===== config.mk =====
export PLATFORM = sky130hd
export DESIGN_NAME = awc_window_comparator
export DESIGN_NICKNAME = d
export VERILOG_FILES = /design/src/hw/awc_window_comparator.v
export VERILOG_INCLUDE_DIRS = /design/src /design/src/shared
export SDC_FILE = /design/constraint.sdc
export NUM_CORES = 1
export LEC_CHECK = 0
export BUFFER_PORTS_ARGS = -buffer_cell sky130_fd_sc_hd__buf_4
export CAP_MARGIN = 20
export CORE_MARGIN = 8
export CORE_UTILIZATION = 57
export DETAILED_ROUTE_END_ITERATION = 10
export PLACE_DENSITY = 0.84
export SYNTH_ARGS = -nofsm -noshare
export SYNTH_HDL_FRONTEND = slang
export SYNTH_SLANG_ARGS = --single-unit

===== constraint.sdc =====
create_clock -name clk_i -period 11.9 [get_ports clk_i]
set_input_delay 2.38 -clock clk_i [delete_from_list [all_inputs] [get_ports clk_i]]
set_output_delay 2.38 -clock clk_i [all_outputs]
set_load 0.005 [all_outputs]

===== src/shared/awc_defs.vh =====
// Purpose: constants for the analog window comparator block
// Assumes: holding register addresses are word indices
// Notes: definitions only
`ifndef AWC_DEFS_VH
`define AWC_DEFS_VH
`define AWC_ADDR_REF_SEL 16'h010e
`define AWC_ADDR_STATUS 16'h01f4
`define AWC_ADDR_THR_LOW 16'h01f5
`define AWC_ADDR_THR_MID 16'h01f6
`define AWC_ADDR_THR_HIGH 16'h01f7
`define AWC_ADDR_HYST 16'h01f8
`define AWC_ADDR_STATUS_COPY 16'h0229
`define AWC_HYST_MAX 16'h001d
`define AWC_STATUS_BAD_HYST 16'hff00
`define AWC_RST_REF_SEL 16'h0000
`define AWC_RST_THR_LOW 16'h0400
`define AWC_RST_THR_MID 16'h0800
`define AWC_RST_THR_HIGH 16'h0c00
`define AWC_RST_HYST 16'h0008
`define AWC_FAULT_BIT_BASE 8
`endif


===== src/hw/awc_window_comparator.v =====
// Purpose: eight-channel window comparator with status register over holding registers
// Assumes: adc codes and register strobes synchronous to clk_i
// Notes: answers one cycle after each strobe, from flops
`timescale 1ns/1ps
`include "awc_defs.vh"
module awc_window_comparator #(
    parameter NCH = 8,
    parameter CODE_W = 12,
    parameter LEGACY_LAYOUT = 0
) (
    // clock and reset
    input wire clk_i,
    input wire rstn_i,
    // converter codes, channel k at bits k*CODE_W
    input wire [NCH*CODE_W-1:0] adc_code_i,
    // holding register access
    input wire [15:0] reg_addr_i,
    input wire reg_wr_i,
    input wire [15:0] reg_wdata_i,
    input wire reg_rd_i,
    output reg [15:0] reg_rdata_o,
    output reg reg_ack_o,
    output reg reg_err_o,
    // reference selection to the analog front end
    output reg [15:0] ref_select_o,
    // live status
    output reg [15:0] status_o
);
    // threshold set and hysteresis, one copy for all channels
    reg [15:0] thr_low;
    reg [15:0] thr_mid;
    reg [15:0] thr_high;
    reg [15:0] hyst;
    // comparator results per channel
    wire [NCH-1:0] sig_bits;
    wire [NCH-1:0] flt_bits;
    // status and register read path
    reg [15:0] next_status;
    reg [15:0] next_rdata;
    reg next_hit;
    wire hyst_bad;
    wire any_stb;
    wire ro_addr;
    wire ro_write;
    wire refused;
    integer i;

    // 17-bit sums avoid wrap at the top end; below zero the differences wrap and the under flags cover it
    wire [16:0] low_lo = {1'b0, thr_low} - {1'b0, hyst};
    wire [16:0] low_hi = {1'b0, thr_low} + {1'b0, hyst};
    wire [16:0] mid_lo = {1'b0, thr_mid} - {1'b0, hyst};
    wire [16:0] mid_hi = {1'b0, thr_mid} + {1'b0, hyst};
    wire [16:0] high_lo = {1'b0, thr_high} - {1'b0, hyst};
    wire [16:0] high_hi = {1'b0, thr_high} + {1'b0, hyst};
    wire low_under = thr_low < hyst;
    wire mid_under = thr_mid < hyst;
    wire high_under = thr_high < hyst;

    assign hyst_bad = hyst > `AWC_HYST_MAX;

    // thresholds and hysteresis shared by all channels
    genvar g;
    generate
        for (g = 0; g < NCH; g = g + 1) begin : gch
            wire [16:0] code;
            wire set_flt;
            wire clr_flt;
            wire set_sig;
            wire clr_sig;
            reg flt_q;
            reg sig_q;
            reg next_flt;
            reg next_sig;
            assign code = {{(17-CODE_W){1'b0}}, adc_code_i[g*CODE_W +: CODE_W]};
            // a bound below zero can never be crossed, so its test stays false
            assign set_flt = (!low_under && code < low_lo) || code > high_hi;
            assign clr_flt = code > low_hi && !high_under && code < high_lo;
            assign set_sig = code > mid_hi;
            assign clr_sig = !mid_under && code < mid_lo;
            // inside a band neither test holds and the old bit stays
            always @* begin
                next_flt = flt_q;
                next_sig = sig_q;
                if (set_flt) begin
                    next_flt = 1'b1;
                end else if (clr_flt) begin
                    next_flt = 1'b0;
                end
                if (set_sig) begin
                    next_sig = 1'b1;
                end else if (clr_sig) begin
                    next_sig = 1'b0;
                end
            end
            always @(posedge clk_i or negedge rstn_i) begin
                if (!rstn_i) begin
                    flt_q <= 1'b0;
                    sig_q <= 1'b0;
                end else begin
                    flt_q <= next_flt;
                    sig_q <= next_sig;
                end
            end
            assign flt_bits[g] = flt_q;
            assign sig_bits[g] = sig_q;
        end
    endgenerate

    always @* begin
        next_status = 16'h0000;
        if (hyst_bad) begin
            next_status = `AWC_STATUS_BAD_HYST;
        end else if (LEGACY_LAYOUT != 0) begin
            for (i = 0; i < NCH; i = i + 1) begin
                next_status[2*i] = sig_bits[i];
                next_status[2*i+1] = flt_bits[i];
            end
        end else begin
            for (i = 0; i < NCH; i = i + 1) begin
                next_status[i] = sig_bits[i];
                next_status[`AWC_FAULT_BIT_BASE+i] = flt_bits[i];
            end
        end
    end

    // unmapped words read as zero and are refused
    always @* begin
        next_hit = 1'b1;
        next_rdata = 16'h0000;
        case (reg_addr_i)
            `AWC_ADDR_REF_SEL: begin
                next_rdata = ref_select_o;
            end
            `AWC_ADDR_STATUS: begin
                next_rdata = status_o;
            end
            `AWC_ADDR_STATUS_COPY: begin
                next_rdata = status_o;
            end
            `AWC_ADDR_THR_LOW: begin
                next_rdata = thr_low;
            end
            `AWC_ADDR_THR_MID: begin
                next_rdata = thr_mid;
            end
            `AWC_ADDR_THR_HIGH: begin
                next_rdata = thr_high;
            end
            `AWC_ADDR_HYST: begin
                next_rdata = hyst;
            end
            default: begin
                next_hit = 1'b0;
            end
        endcase
    end

    // status and its mirror are read-only, writes there are refused
    assign any_stb = reg_wr_i | reg_rd_i;
    assign ro_addr = (reg_addr_i == `AWC_ADDR_STATUS) | (reg_addr_i == `AWC_ADDR_STATUS_COPY);
    assign ro_write = reg_wr_i & ro_addr;
    assign refused = any_stb & (~next_hit | ro_write);

    // status register, refreshed every cycle
    always @(posedge clk_i or negedge rstn_i) begin
        if (!rstn_i) begin
            status_o <= 16'h0000;
        end else begin
            status_o <= next_status;
        end
    end

    // configuration registers and bus answer
    always @(posedge clk_i or negedge rstn_i) begin
        if (!rstn_i) begin
            thr_low <= `AWC_RST_THR_LOW;
            thr_mid <= `AWC_RST_THR_MID;
            thr_high <= `AWC_RST_THR_HIGH;
            hyst <= `AWC_RST_HYST;
            ref_select_o <= `AWC_RST_REF_SEL;
            reg_rdata_o <= 16'h0000;
            reg_ack_o <= 1'b0;
            reg_err_o <= 1'b0;
        end else begin
            reg_ack_o <= any_stb;
            reg_err_o <= refused;
            if (reg_rd_i) begin
                reg_rdata_o <= next_rdata;
            end
            if (reg_wr_i) begin
                case (reg_addr_i)
                    `AWC_ADDR_REF_SEL: begin
                        ref_select_o <= reg_wdata_i;
                    end
                    `AWC_ADDR_THR_LOW: begin
                        thr_low <= reg_wdata_i;
                    end
                    `AWC_ADDR_THR_MID: begin
                        thr_mid <= reg_wdata_i;
                    end
                    `AWC_ADDR_THR_HIGH: begin
                        thr_high <= reg_wdata_i;
                    end
                    `AWC_ADDR_HYST: begin
                        hyst <= reg_wdata_i;
                    end
                    default: begin
                    end
                endcase
            end
        end
    end
endmodule


[After elaboration in Yosys (flattened, before gate mapping)]
Index checks and enable logic that the tools add are counted.
Word-level totals
  register bits after elaboration: 130
  input bits: 132
  output and inout port bits: 50
  word-level logic and storage cells: 197
Cells by class
  add/subtract/negate cells: 6
  $lt $le $gt $ge: 52
  eq/ne operators: 7
  mux-type cells: 35
  bitwise logic cells: 6
  reduce and logical (&&, ||, !) cells: 66
Operator list (count)
  12-bit by 17-bit > comparator with 1-bit output: 24
  12-bit by 17-bit < comparator with 1-bit output: 24
  16-bit by 9-bit == test with 1-bit output (second input constant): 6
  16-bit case mux with 6 select lines: 1
  16-bit by 16-bit adder with 17-bit output: 3
  16-bit by 16-bit subtractor with 17-bit output: 3
  16-bit < comparator: 3
  1-bit two-way mux: 33
  1-bit logical AND: 32
  2-bit nonzero test: 16
  16-bit by 10-bit == test with 1-bit output (second input constant): 1
  16-bit by 5-bit > comparator with 1-bit output (second input constant): 1
  16-bit two-way mux: 1
  2-bit AND reduction: 5
  1-bit logical OR: 8
  7-bit OR reduction: 1
  1-bit logical NOT: 3
  1-bit OR: 3
  1-bit bitwise AND: 2
  2-bit OR reduction: 1
  1-bit inverter: 1

[Depth between registers and ports, before layout]
Gate-level depths: netlist of run 1.
  word-level depth: 6
  mapped depth: 19
  depth with buffers taken out: 19

[Worst setup path after synthesis of run 1]
OpenSTA, ideal clock, no wires.
  path kind: input to register
  start: input port reg_addr_i[13]
  end: register thr_high[13]
  library setup time: 0.125 ns
  data arrival time: 4.539 ns
  data required time: 11.775 ns
  path slack: 7.236 ns
  stages: 10
  path buffers: 2
  path through: nor4_1 > nand2_1 > or3_1 > or3b_1 > clkbuf_1 > inv_2 > nand3_2 > nor2_4 > buf_4 > mux2_2
Between the ends
  word-level cells in the longest chain between the ends: 2
RTL lines
  start, declared: RTL line awc_window_comparator.v:17  | input wire [15:0] reg_addr_i,
  16-bit by 9-bit == test with 1-bit output: RTL line awc_window_comparator.v:191  | case (reg_addr_i)
  2-bit AND reduction (no source line)
  end signal, assigned: RTL line awc_window_comparator.v:178  | thr_high <= `AWC_RST_THR_HIGH;
  end signal, assigned: RTL line awc_window_comparator.v:202  | thr_high <= reg_wdata_i;
  end, declared: RTL line awc_window_comparator.v:32  | reg [15:0] thr_high;
No other way between the ends.
A chain may end at the register's enable or synchronous reset.

[Worst setup path in the final report of run 1]
  start: input port reg_addr_i[13]
  end: register ref_select_o[6]
Between the ends
  word-level cells in the longest chain between the ends: 2
RTL lines
  16-bit by 9-bit == test with 1-bit output: RTL line awc_window_comparator.v:191
  2-bit AND reduction (no source line)
  end signal, assigned: RTL line awc_window_comparator.v:180  | ref_select_o <= `AWC_RST_REF_SEL;
  end signal, assigned: RTL line awc_window_comparator.v:193  | ref_select_o <= reg_wdata_i;
  end, declared: RTL line awc_window_comparator.v:25  | output reg [15:0] ref_select_o,
No other way between the ends.

==> impl_metrics.sql, run 1 <==
INSERT INTO impl_metrics (metric_group, metric, value, unit) VALUES
('final_layout', 'instances_no_fill', '3115', ''),
('floorplan', 'die_footprint', '44700', 'um^2'),
('pwr', 'power.ir.vdd_worst', '0.0793', 'mV'),
('setup_path', 'criticalPathCategory', 'input port to register', ''),
('drt', 'drc', '0', ''),
('floorplan', 'core.rowCount', '71', ''),
('setup_path', 'critical_path.startpoint_type', 'input port', ''),
('pwr', 'logic_pwr_share', '26.9', '%'),
('yosys', 'cell_taking_the_most_area_after_synthesis', 'sky130_fd_sc_hd__ha_1', ''),
('pwr', 'p_int', '0.962', 'mW'),
('drt', 'drtPass1Iterations', '8', ''),
('yosys', 'synth_seq_cells', '130', ''),
('yosys', 'syn_area_per_cell', '9.08', 'um^2'),
('sta', 'final.period_utilization', '44.5', '%'),
('setup_path', 'worst-endpoint-required', '12.21', 'ns'),
('sta', 'final-max-slew-violation-count', '0', ''),
('yosys', 'share_of_the_synthesized_area_in_the_top_cell_type', '36.4', '%'),
('yosys', 'ys_warn_count', '0', ''),
('sta', 'final_layout_setup_total_negative_slack', '0', 'ns'),
('sta', 'setup_viol', '0', ''),
('global_routing', 'grt_overflow_total', '0', ''),
('global_routing', 'maximum_number_of_pins_on_one_net_before_global_route_repair', '72', ''),
('place', 'gpl.final_weighted_congestion', '1.05', ''),
('yosys', 'synth_enable_flop_cells', '0', ''),
('pwr', 'power.static_leakage', '11.4', 'nW'),
('drt', 'final_antenna_net_count', '0', ''),
('yosys', 'synth-main-ff-cell', 'sky130_fd_sc_hd__dfrtp_1', ''),
('floorplan', 'initial_core_util', '57.7', '%'),
('yosys', 'synth_cells', '2396', ''),
('drt', 'routed_wire_length_per_instance', '28.6', 'um'),
('sta', 'grt_setup_unrepaired', 'false', ''),
('setup_path', 'worstPathMaxFanout', '18', ''),
('yosys', 'sequential_cell_area_fraction_in_the_yosys_report', '15.0', '%'),
('floorplan', 'fp.coreArea', '37700', 'um^2'),
('global_routing', 'grt_pass1_vias', '21800', ''),
('setup_path', 'arrival', '5.60', 'ns'),
('drt', 'detailroute.via_count', '22200', ''),
('floorplan', 'die_width', '211', 'um'),
('floorplan', 'io_pins', '182', ''),
('place', 'placedCellCount', '3075', ''),
('status', 'status', 'complete, no violations', ''),
('yosys', 'async_reset_ff_share', '100', '%'),
('clock_tree', 'numCtsBuffers', '17', ''),
('sta', 'report.final.hold_viol_count', '0', ''),
('clock_tree', 'clock_tree.htree_level_count', '4', ''),
('sta', 'fin_skew', '0.0247', 'ns'),
('yosys', 'synth_area', '21700', 'um^2'),
('pwr', 'p_switching', '0.469', 'mW'),
('clock_tree', 'cts.hold.buffers_added', '0', ''),
('pwr', 'clock_power_share', '40.7', '%'),
('pwr', 'sequentialPowerShare', '32.4', '%'),
('yosys', 'synthesized_nets', '3166', ''),
('sta', 'layout_min_cycle_time', '5.30', 'ns'),
('global_routing', 'grt_first_pass_wirelength', '132000', 'um'),
('clock_tree', 'cts.repair_timing.setup_buffer_count', '0', ''),
('global_routing', 'grt.total_usage', '38.7', '%'),
('final_layout', 'syn_to_layout_area_delta', '13.7', '%'),
('clock_tree', 'cts_tree', 'built', ''),
('yosys', 'synthTopCellsByArea', 'sky130_fd_sc_hd__ha_1, sky130_fd_sc_hd__dfrtp_1, sky130_fd_sc_hd__mux2_2', ''),
('setup_path', 'end_kind', 'register', ''),
('clock_tree', 'clock_insertion_delay_at_the_later_pin_of_the_skew_report', '0.44', 'ns'),
('place', 'port_buffers', '181', ''),
('final_layout', 'design.final.nets', '3357', ''),
('yosys', 'number_of_different_library_cells_in_the_post_synthesis_netlist', '86', ''),
('global_routing', 'grt_antenna_before_repair', '1', ''),
('clock_tree', 'maximum_buffer_depth_of_the_clock_tree', '2', ''),
('final_layout', 'final.fill_count', '3043', ''),
('run', 'cap_violations', '0', ''),
('floorplan', 'chipHeight', '211', 'um'),
('place', 'place_hpwl', '66300', 'um'),
('clock_tree', 'ctsRootBufferMaster', 'sky130_fd_sc_hd__clkbuf_16', ''),
('drt', 'finalWirelength', '89100', 'um'),
('sta', 'tightest_slew', '1.23', 'ns'),
('sta', 'max_freq', '189', 'MHz'),
('sta', 'slew_headroom', '17.6', '%'),
('drt', 'route.detailed.vias_per_inst', '7.14', ''),
('clock_tree', 'cts-resized-gates', '0', ''),
('pwr', 'power-per-cell-area', '57.9', 'nW/um^2'),
('clock_tree', 'clk_pin_slew_worst_paths', '0.06', 'ns'),
('clock_tree', 'clock-sinks', '130', ''),
('drt', 'initialDrtViolationCount', '2445', ''),
('final_layout', 'drive_gt1_share', '15.8', '%'),
('worst_hold_path', 'hold_class', 'register to register', ''),
('pwr', 'switching_share', '32.8', '%');
[state kept, by name (all words and copies together) (netlist names)]
name and flops:
reg_ack_o 1, thr_mid 16, hyst 16, thr_high 16, gch.flt_q 8, gch.sig_q 8
reg_err_o 1, ref_select_o 16, thr_low 16, status_o 16, reg_rdata_o 16
[path summary, 6_finish.rpt]
| kind | start | to | slack (ns) | cells after the start |
|---|---|---|---|---|
| max in group asynchronous | rstn_i | status_o[15]$_DFF_PN0_ | 8.37 | 2 |
| hold reg to reg | reg_rdata_o[12]$_DFFE_PN0P_ | reg_rdata_o[12]$_DFFE_PN0P_ | 0.53 | 2 |
| hold / removal | reg_rdata_o[12]$_DFFE_PN0P_ | reg_rdata_o[12]$_DFFE_PN0P_ | 0.53 | 2 |
| min in group asynchronous | rstn_i | thr_high[13]$_DFFE_PN0P_ | 2.12 | 1 |
| setup / recovery | reg_addr_i[13] | ref_select_o[6]$_DFFE_PN0P_ | 6.60 | 7 |
| setup reg to reg | hyst[1]$_DFFE_PN0P_ | gch[3].flt_q$_DFFE_PN0P_ | 6.70 | 19 |
[cell usage in the layout, fill, tap and decap left out, types with 8 or more instances in the layout]
master and n:
sky130_fd_sc_hd__ha_1 632, sky130_fd_sc_hd__buf_4 216, sky130_fd_sc_hd__a21oi_1 153, sky130_fd_sc_hd__o21ai_0 152
sky130_fd_sc_hd__dfrtp_1 125, sky130_fd_sc_hd__nor2_1 109, sky130_fd_sc_hd__inv_1 100, sky130_fd_sc_hd__nand2_1 95
sky130_fd_sc_hd__mux2_2 91, sky130_fd_sc_hd__a21o_1 75, sky130_fd_sc_hd__o21a_1 68, sky130_fd_sc_hd__nor2b_1 67
sky130_fd_sc_hd__nand4_1 62, sky130_fd_sc_hd__nand3_1 57, sky130_fd_sc_hd__nand2b_1 43, sky130_fd_sc_hd__a211oi_1 40
sky130_fd_sc_hd__nor3_1 36, sky130_fd_sc_hd__xnor2_2 31, sky130_fd_sc_hd__a31oi_1 28, sky130_fd_sc_hd__xnor2_1 24
sky130_fd_sc_hd__o211ai_1 21, sky130_fd_sc_hd__nor4_1 19, sky130_fd_sc_hd__o2111ai_1 18, sky130_fd_sc_hd__o21bai_1 17
sky130_fd_sc_hd__clkbuf_16 17, sky130_fd_sc_hd__a221oi_1 15, sky130_fd_sc_hd__o211a_1 12, sky130_fd_sc_hd__a22o_1 11
sky130_fd_sc_hd__a222oi_1 11, sky130_fd_sc_hd__a2111oi_0 11, sky130_fd_sc_hd__o32ai_1 11, sky130_fd_sc_hd__o31ai_1 10
sky130_fd_sc_hd__or3_1 10, sky130_fd_sc_hd__and3_1 10, sky130_fd_sc_hd__or4_1 10, sky130_fd_sc_hd__a221o_1 10
sky130_fd_sc_hd__xor2_1 9, sky130_fd_sc_hd__a22oi_1 8
[power groups by stage]
stage	clock network (mW)	registers (mW)	logic [mW]
2_1_floorplan	0	0.467	0.203
3_3_place_gp	0	0.471	0.347
3_5_place_dp	0	0.471	0.369
4_1_cts	0.582	0.463	0.372
5_1_grt	0.598	0.464	0.423
6_report	0.582	0.464	0.384
[cells by family after synthesis]
kind of cell	count (synthesis)	share of synthesized area, %
mux	100	5.14
flops	130	15.0
compound gates	743	23.3
fa+ha+maj	645	37.2
buf+inv	150	2.84
xor+xnor	67	2.70
simple gates	561	13.8
[through the flow]
step | hold WS, ns | total power [mW] | setup slack (ns) | cell area (um^2) | util, %
after floorplan | 0.414 | 0.670 | 7.24 | 21700 | -
after global placement | 0.509 | 0.818 | 6.37 | 24000 | 63.8
after detailed placement | 0.510 | 0.840 | 6.27 | 24100 | 63.9
after CTS | 0.531 | 1.42 | 6.74 | 24700 | 65.5
after global routing | 0.557 | 1.49 | 6.42 | 24700 | 65.6
final | 0.531 | 1.43 | 6.60 | 24700 | 65.7
[metal layers]
layer | GRT usage (%) | vias up | routed length (um) | share of wire, %
met5 | 0 | - | 0 | 0
met4 | 27.4 | 0 | 7050 | 7.9
met3 | 11.9 | 431 | 10400 | 12
met2 | 58.0 | 1438 | 37900 | 43
met1 | 46.8 | 10700 | 33800 | 38
li1 | - | 9705 | - | -
[final cells by class]
class / count / area (um^2) / area share (%)
diodes: 4 / 10.0 / 0.0405
clock buffers: 19 / 443 / 1.79
clock inverters: 13 / 174 / 0.703
inverters: 102 / 383 / 1.55
multi-input cells: 2116 / 18100 / 73.3
flip-flops and latches: 130 / 3260 / 13.2
well taps: 511 / 639 / 2.58
repair buffers: 220 / 1690 / 6.83
[critical path, cell delays in order]
cell                      delay (ns)
sky130_fd_sc_hd__buf_4          0.11
sky130_fd_sc_hd__nor4_1         0.29
sky130_fd_sc_hd__nand2_1        0.10
sky130_fd_sc_hd__or4_1          0.48
sky130_fd_sc_hd__nor4_4         0.95
sky130_fd_sc_hd__nand2_1        0.77
sky130_fd_sc_hd__mux2_1         0.52
[Yosys cell counts, drive strengths merged, types with 12 or more instances]
cell     count
ha         632
o21ai      157
clkbuf      32
nand2       96
nor3        37
nor4        23
xor2        12
o21a        68
a21o        75
buf         16
nor2b       67
o21bai      17
nor2       112
mux2        93
a21oi      153
a221oi      15
nand2b      43
dfrtp      125
nand3       59
inv        102
a31oi       29
xnor2       55
o2111ai     18
o211a       12
o211ai      21
nand4       62
a211oi      40
No activity file was read; power rests on OpenSTA's default activity.
==> run 2, diff against run 1 <==
==> constraint.sdc (replaced) <==
create_clock -name clk_i -period 4.9 [get_ports clk_i]
set_input_delay 0.98 -clock clk_i [delete_from_list [all_inputs] [get_ports clk_i]]
set_output_delay 0.98 -clock clk_i [all_outputs]
set_load 0.005 [all_outputs]
==> run 2 against run 1 <==
Wire length rose by 2.4%. Clock power rose by 140%. Sequential power rose by 140%. Critical path depth rose by 12. Core utilization rose by 0.12 points. Worst hold slack improved by 0.0096 ns. Clock skew rose by 0.00090 ns. Cell count rose by 0.93%. Power rose by 140%. Largest cell class unchanged.
==> impl_metrics.sql, run 2 (same netlist as run 1, synthesis figures left out) <==
INSERT INTO impl_metrics (metric_group, metric, value, unit) VALUES
('sta', 'tightest_slew', '1.21', 'ns'),
('global_routing', 'grt.total_usage', '39.9', '%'),
('final_layout', 'final_cell_mix', 'sky130_fd_sc_hd__ha_1, sky130_fd_sc_hd__buf_4, sky130_fd_sc_hd__a21oi_1', ''),
('drt', 'routed_wire_length_per_instance', '29.0', 'um'),
('place', 'port_buffers', '181', ''),
('floorplan', 'die_footprint', '44700', 'um^2'),
('worst_hold_path', 'hold_class', 'register to register', ''),
('final_layout', 'design.final.nets', '3390', ''),
('place', 'placedCellCount', '3111', ''),
('setup_path', 'critical_path.startpoint_type', 'register', ''),
('global_routing', 'grt_overflow_total', '0', ''),
('place', 'gpl.final_weighted_congestion', '1.00', ''),
('final_layout', 'drive_gt1_share', '16.1', '%'),
('sta', 'max_freq', '217', 'MHz'),
('clock_tree', 'clock_tree.htree_level_count', '4', ''),
('setup_path', 'r2r_setup_slack', '0.28', 'ns'),
('clock_tree', 'cts_tree', 'built', ''),
('sta', 'final_layout_setup_total_negative_slack', '0', 'ns'),
('drt', 'drtPass1Iterations', '8', ''),
('pwr', 'p_switching', '1.11', 'mW'),
('setup_path', 'ff2ff_path_depth', '19', ''),
('pwr', 'clock_power_share', '40.1', '%'),
('floorplan', 'chipHeight', '211', 'um'),
('sta', 'report.final.hold_viol_count', '0', ''),
('final_layout', 'instances_no_fill', '3144', ''),
('floorplan', 'initial_core_util', '57.7', '%'),
('final_layout', 'mostFrequentLayoutCell', 'sky130_fd_sc_hd__ha_1', ''),
('sta', 'final_critical_path_setup_slack', '0.283', 'ns'),
('floorplan', 'fp.coreArea', '37700', 'um^2'),
('setup_path', 'end_kind', 'register', ''),
('place', 'postPlaceCellArea', '24100', 'um^2'),
('place', 'place_hpwl', '67600', 'um'),
('sta', 'final-max-slew-violation-count', '0', ''),
('sta', 'setup_viol', '0', ''),
('floorplan', 'die_width', '211', 'um'),
('clock_tree', 'clock-sinks', '130', ''),
('pwr', 'logic_pwr_share', '27.3', '%'),
('setup_path', 'worst-endpoint-required', '5.27', 'ns'),
('global_routing', 'maximum_number_of_pins_on_one_net_before_global_route_repair', '71', ''),
('global_routing', 'grt_antenna_before_repair', '0', ''),
('drt', 'route.detailed.vias_per_inst', '7.05', ''),
('sta', 'grt_setup_unrepaired', 'false', ''),
('setup_path', 'reg2reg_to', 'gch[3].flt_q$_DFFE_PN0P_', ''),
('sta', 'fin_skew', '0.0256', 'ns'),
('final_layout', 'final_cell_area', '24800', 'um^2'),
('final_layout', 'final.fill_count', '3019', ''),
('sta', 'slew_headroom', '19.0', '%'),
('pwr', 'power.static_leakage', '11.5', 'nW'),
('setup_path', 'arrival', '4.99', 'ns'),
('worst_hold_path', 'whs_path_depth', '2', ''),
('clock_tree', 'maximum_buffer_depth_of_the_clock_tree', '2', ''),
('pwr', 'sequentialPowerShare', '32.6', '%'),
('pwr', 'switching_share', '32.1', '%'),
('drt', 'initialDrtViolationCount', '2385', ''),
('floorplan', 'core.rowCount', '71', ''),
('worst_hold_path', 'hold_start', 'reg_rdata_o[12]$_DFFE_PN0P_', ''),
('pwr', 'p_int', '2.34', 'mW'),
('setup_path', 'regToRegStartpoint', 'hyst[3]$_DFFE_PN1P_', ''),
('clock_tree', 'numCtsBuffers', '17', ''),
('drt', 'finalWirelength', '91300', 'um'),
('status', 'status', 'complete, no violations', ''),
('sta', 'layout_min_cycle_time', '4.62', 'ns'),
('floorplan', 'io_pins', '182', ''),
('run', 'cap_violations', '0', ''),
('setup_path', 'criticalPathCategory', 'register to register', ''),
('clock_tree', 'clock_insertion_delay_at_the_later_pin_of_the_skew_report', '0.45', 'ns'),
('sta', 'final.period_utilization', '94.2', '%'),
('drt', 'drc', '0', ''),
('global_routing', 'grt_pass1_vias', '21600', ''),
('pwr', 'power-per-cell-area', '139', 'nW/um^2'),
('drt', 'detailroute.via_count', '22200', ''),
('drt', 'final_antenna_net_count', '0', ''),
('clock_tree', 'clk_pin_slew_worst_paths', '0.07', 'ns'),
('pwr', 'power.ir.vdd_worst', '0.263', 'mV'),
('clock_tree', 'cts.repair_timing.setup_buffer_count', '0', ''),
('place', 'pre_cts_slack', '0.264', 'ns'),
('setup_path', 'worstPathMaxFanout', '8', ''),
('worst_hold_path', 'hold-path-endpoint', 'reg_rdata_o[12]$_DFFE_PN0P_', ''),
('pwr', 'post-layout-total-power', '3.45', 'mW'),
('clock_tree', 'ctsRootBufferMaster', 'sky130_fd_sc_hd__clkbuf_16', ''),
('final_layout', 'syn_to_layout_area_delta', '13.9', '%'),
('global_routing', 'grt_first_pass_wirelength', '134000', 'um');
[run 2: changes by cell type in the layout (fill, tap and decap cells not counted), sizes merged]
| cell | change |
|---|---|
| inv | -4 |
| buf | +33 |
| diode | -3 |
| clkinv | +3 |
[run 2: repair_timing]
item                                    in CTS  in global routing
hold buffers                                 0                  0
resized for setup                            0                  5
endpoints found under the setup margin       0                  4
[run 2: metrics by stage]
step | utilization [%] | hold WS [ns]
2_1_floorplan | - | 0.414
3_3_place_gp | 64.0 | 0.508
3_5_place_dp | 64.1 | 0.514
4_1_cts | 65.7 | 0.539
5_1_grt | 65.8 | 0.546
6_report | 65.8 | 0.541
[run 2: final cells by class]
class | instances | area, um^2 | area share [%]
Multi-Input combinational cell | 2116 | 18000 | 72.5
Sequential cell | 130 | 3260 | 13.2
Timing Repair Buffer | 253 | 1930 | 7.80
Tap cell | 511 | 639 | 2.58
Clock buffer | 19 | 453 | 1.83
Inverter | 102 | 383 | 1.55
Clock inverter | 12 | 158 | 0.636
Antenna cell | 1 | 2.50 | 0.0101
[run 2: worst max-delay path by stage]
stage,slack (ns),startpoint,to,depth (start not counted)
3_3_place_gp,0.35,hyst[2]$_DFFE_PN0P_,gch[3].flt_q$_DFFE_PN0P_,19
3_5_place_dp,0.26,hyst[4]$_DFFE_PN0P_,gch[3].flt_q$_DFFE_PN0P_,19
2_1_floorplan,0.42,hyst[1]$_DFFE_PN0P_,gch[3].flt_q$_DFFE_PN0P_,18
6_report,0.28,hyst[3]$_DFFE_PN1P_,gch[3].flt_q$_DFFE_PN0P_,19
5_1_grt,0.003,hyst[1]$_DFFE_PN0P_,gch[5].flt_q$_DFFE_PN0P_,15
4_1_cts,0.21,hyst[2]$_DFFE_PN0P_,gch[3].flt_q$_DFFE_PN0P_,19
[run 2: per-layer routing]
metal | wire length, um | global-route usage, % | vias to the layer above | part of all wire, %
met3 | 11100 | 11.3 | 408 | 12
met1 | 35300 | 50.1 | 10600 | 39
met2 | 38000 | 59.4 | 1390 | 42
met5 | 0 | 0 | - | 0
met4 | 6930 | 25.7 | 0 | 7.6
li1 | - | - | 9771 | -
[run 2: worst max-delay path, cell delays in order (launching register included)]
cell                       delay (ns)
sky130_fd_sc_hd__dfstp_2         0.59
sky130_fd_sc_hd__inv_1           0.11
sky130_fd_sc_hd__ha_1            0.40
sky130_fd_sc_hd__nor2_1          0.13
sky130_fd_sc_hd__a21oi_1         0.22
sky130_fd_sc_hd__nand2_1         0.10
sky130_fd_sc_hd__nor2_1          0.18
sky130_fd_sc_hd__o21ai_0         0.10
sky130_fd_sc_hd__a21oi_1         0.21
sky130_fd_sc_hd__xnor2_1         0.14
sky130_fd_sc_hd__buf_4           0.24
sky130_fd_sc_hd__ha_1            0.28
sky130_fd_sc_hd__a21o_1          0.18
sky130_fd_sc_hd__a221o_1         0.34
sky130_fd_sc_hd__a31o_2          0.22
sky130_fd_sc_hd__maj3_1          0.36
sky130_fd_sc_hd__maj3_1          0.36
sky130_fd_sc_hd__a21oi_1         0.16
sky130_fd_sc_hd__a2111o_1        0.12
sky130_fd_sc_hd__a221o_1         0.12
[run 2: power groups by stage]
stage | combinational [mW] | clock (mW) | sequential, mW
4_1_cts | 0.917 | 1.38 | 1.12
3_5_place_dp | 0.910 | 0 | 1.14
3_3_place_gp | 0.862 | 0 | 1.14
5_1_grt | 1.04 | 1.42 | 1.12
6_report | 0.942 | 1.38 | 1.12
2_1_floorplan | 0.492 | 0 | 1.13
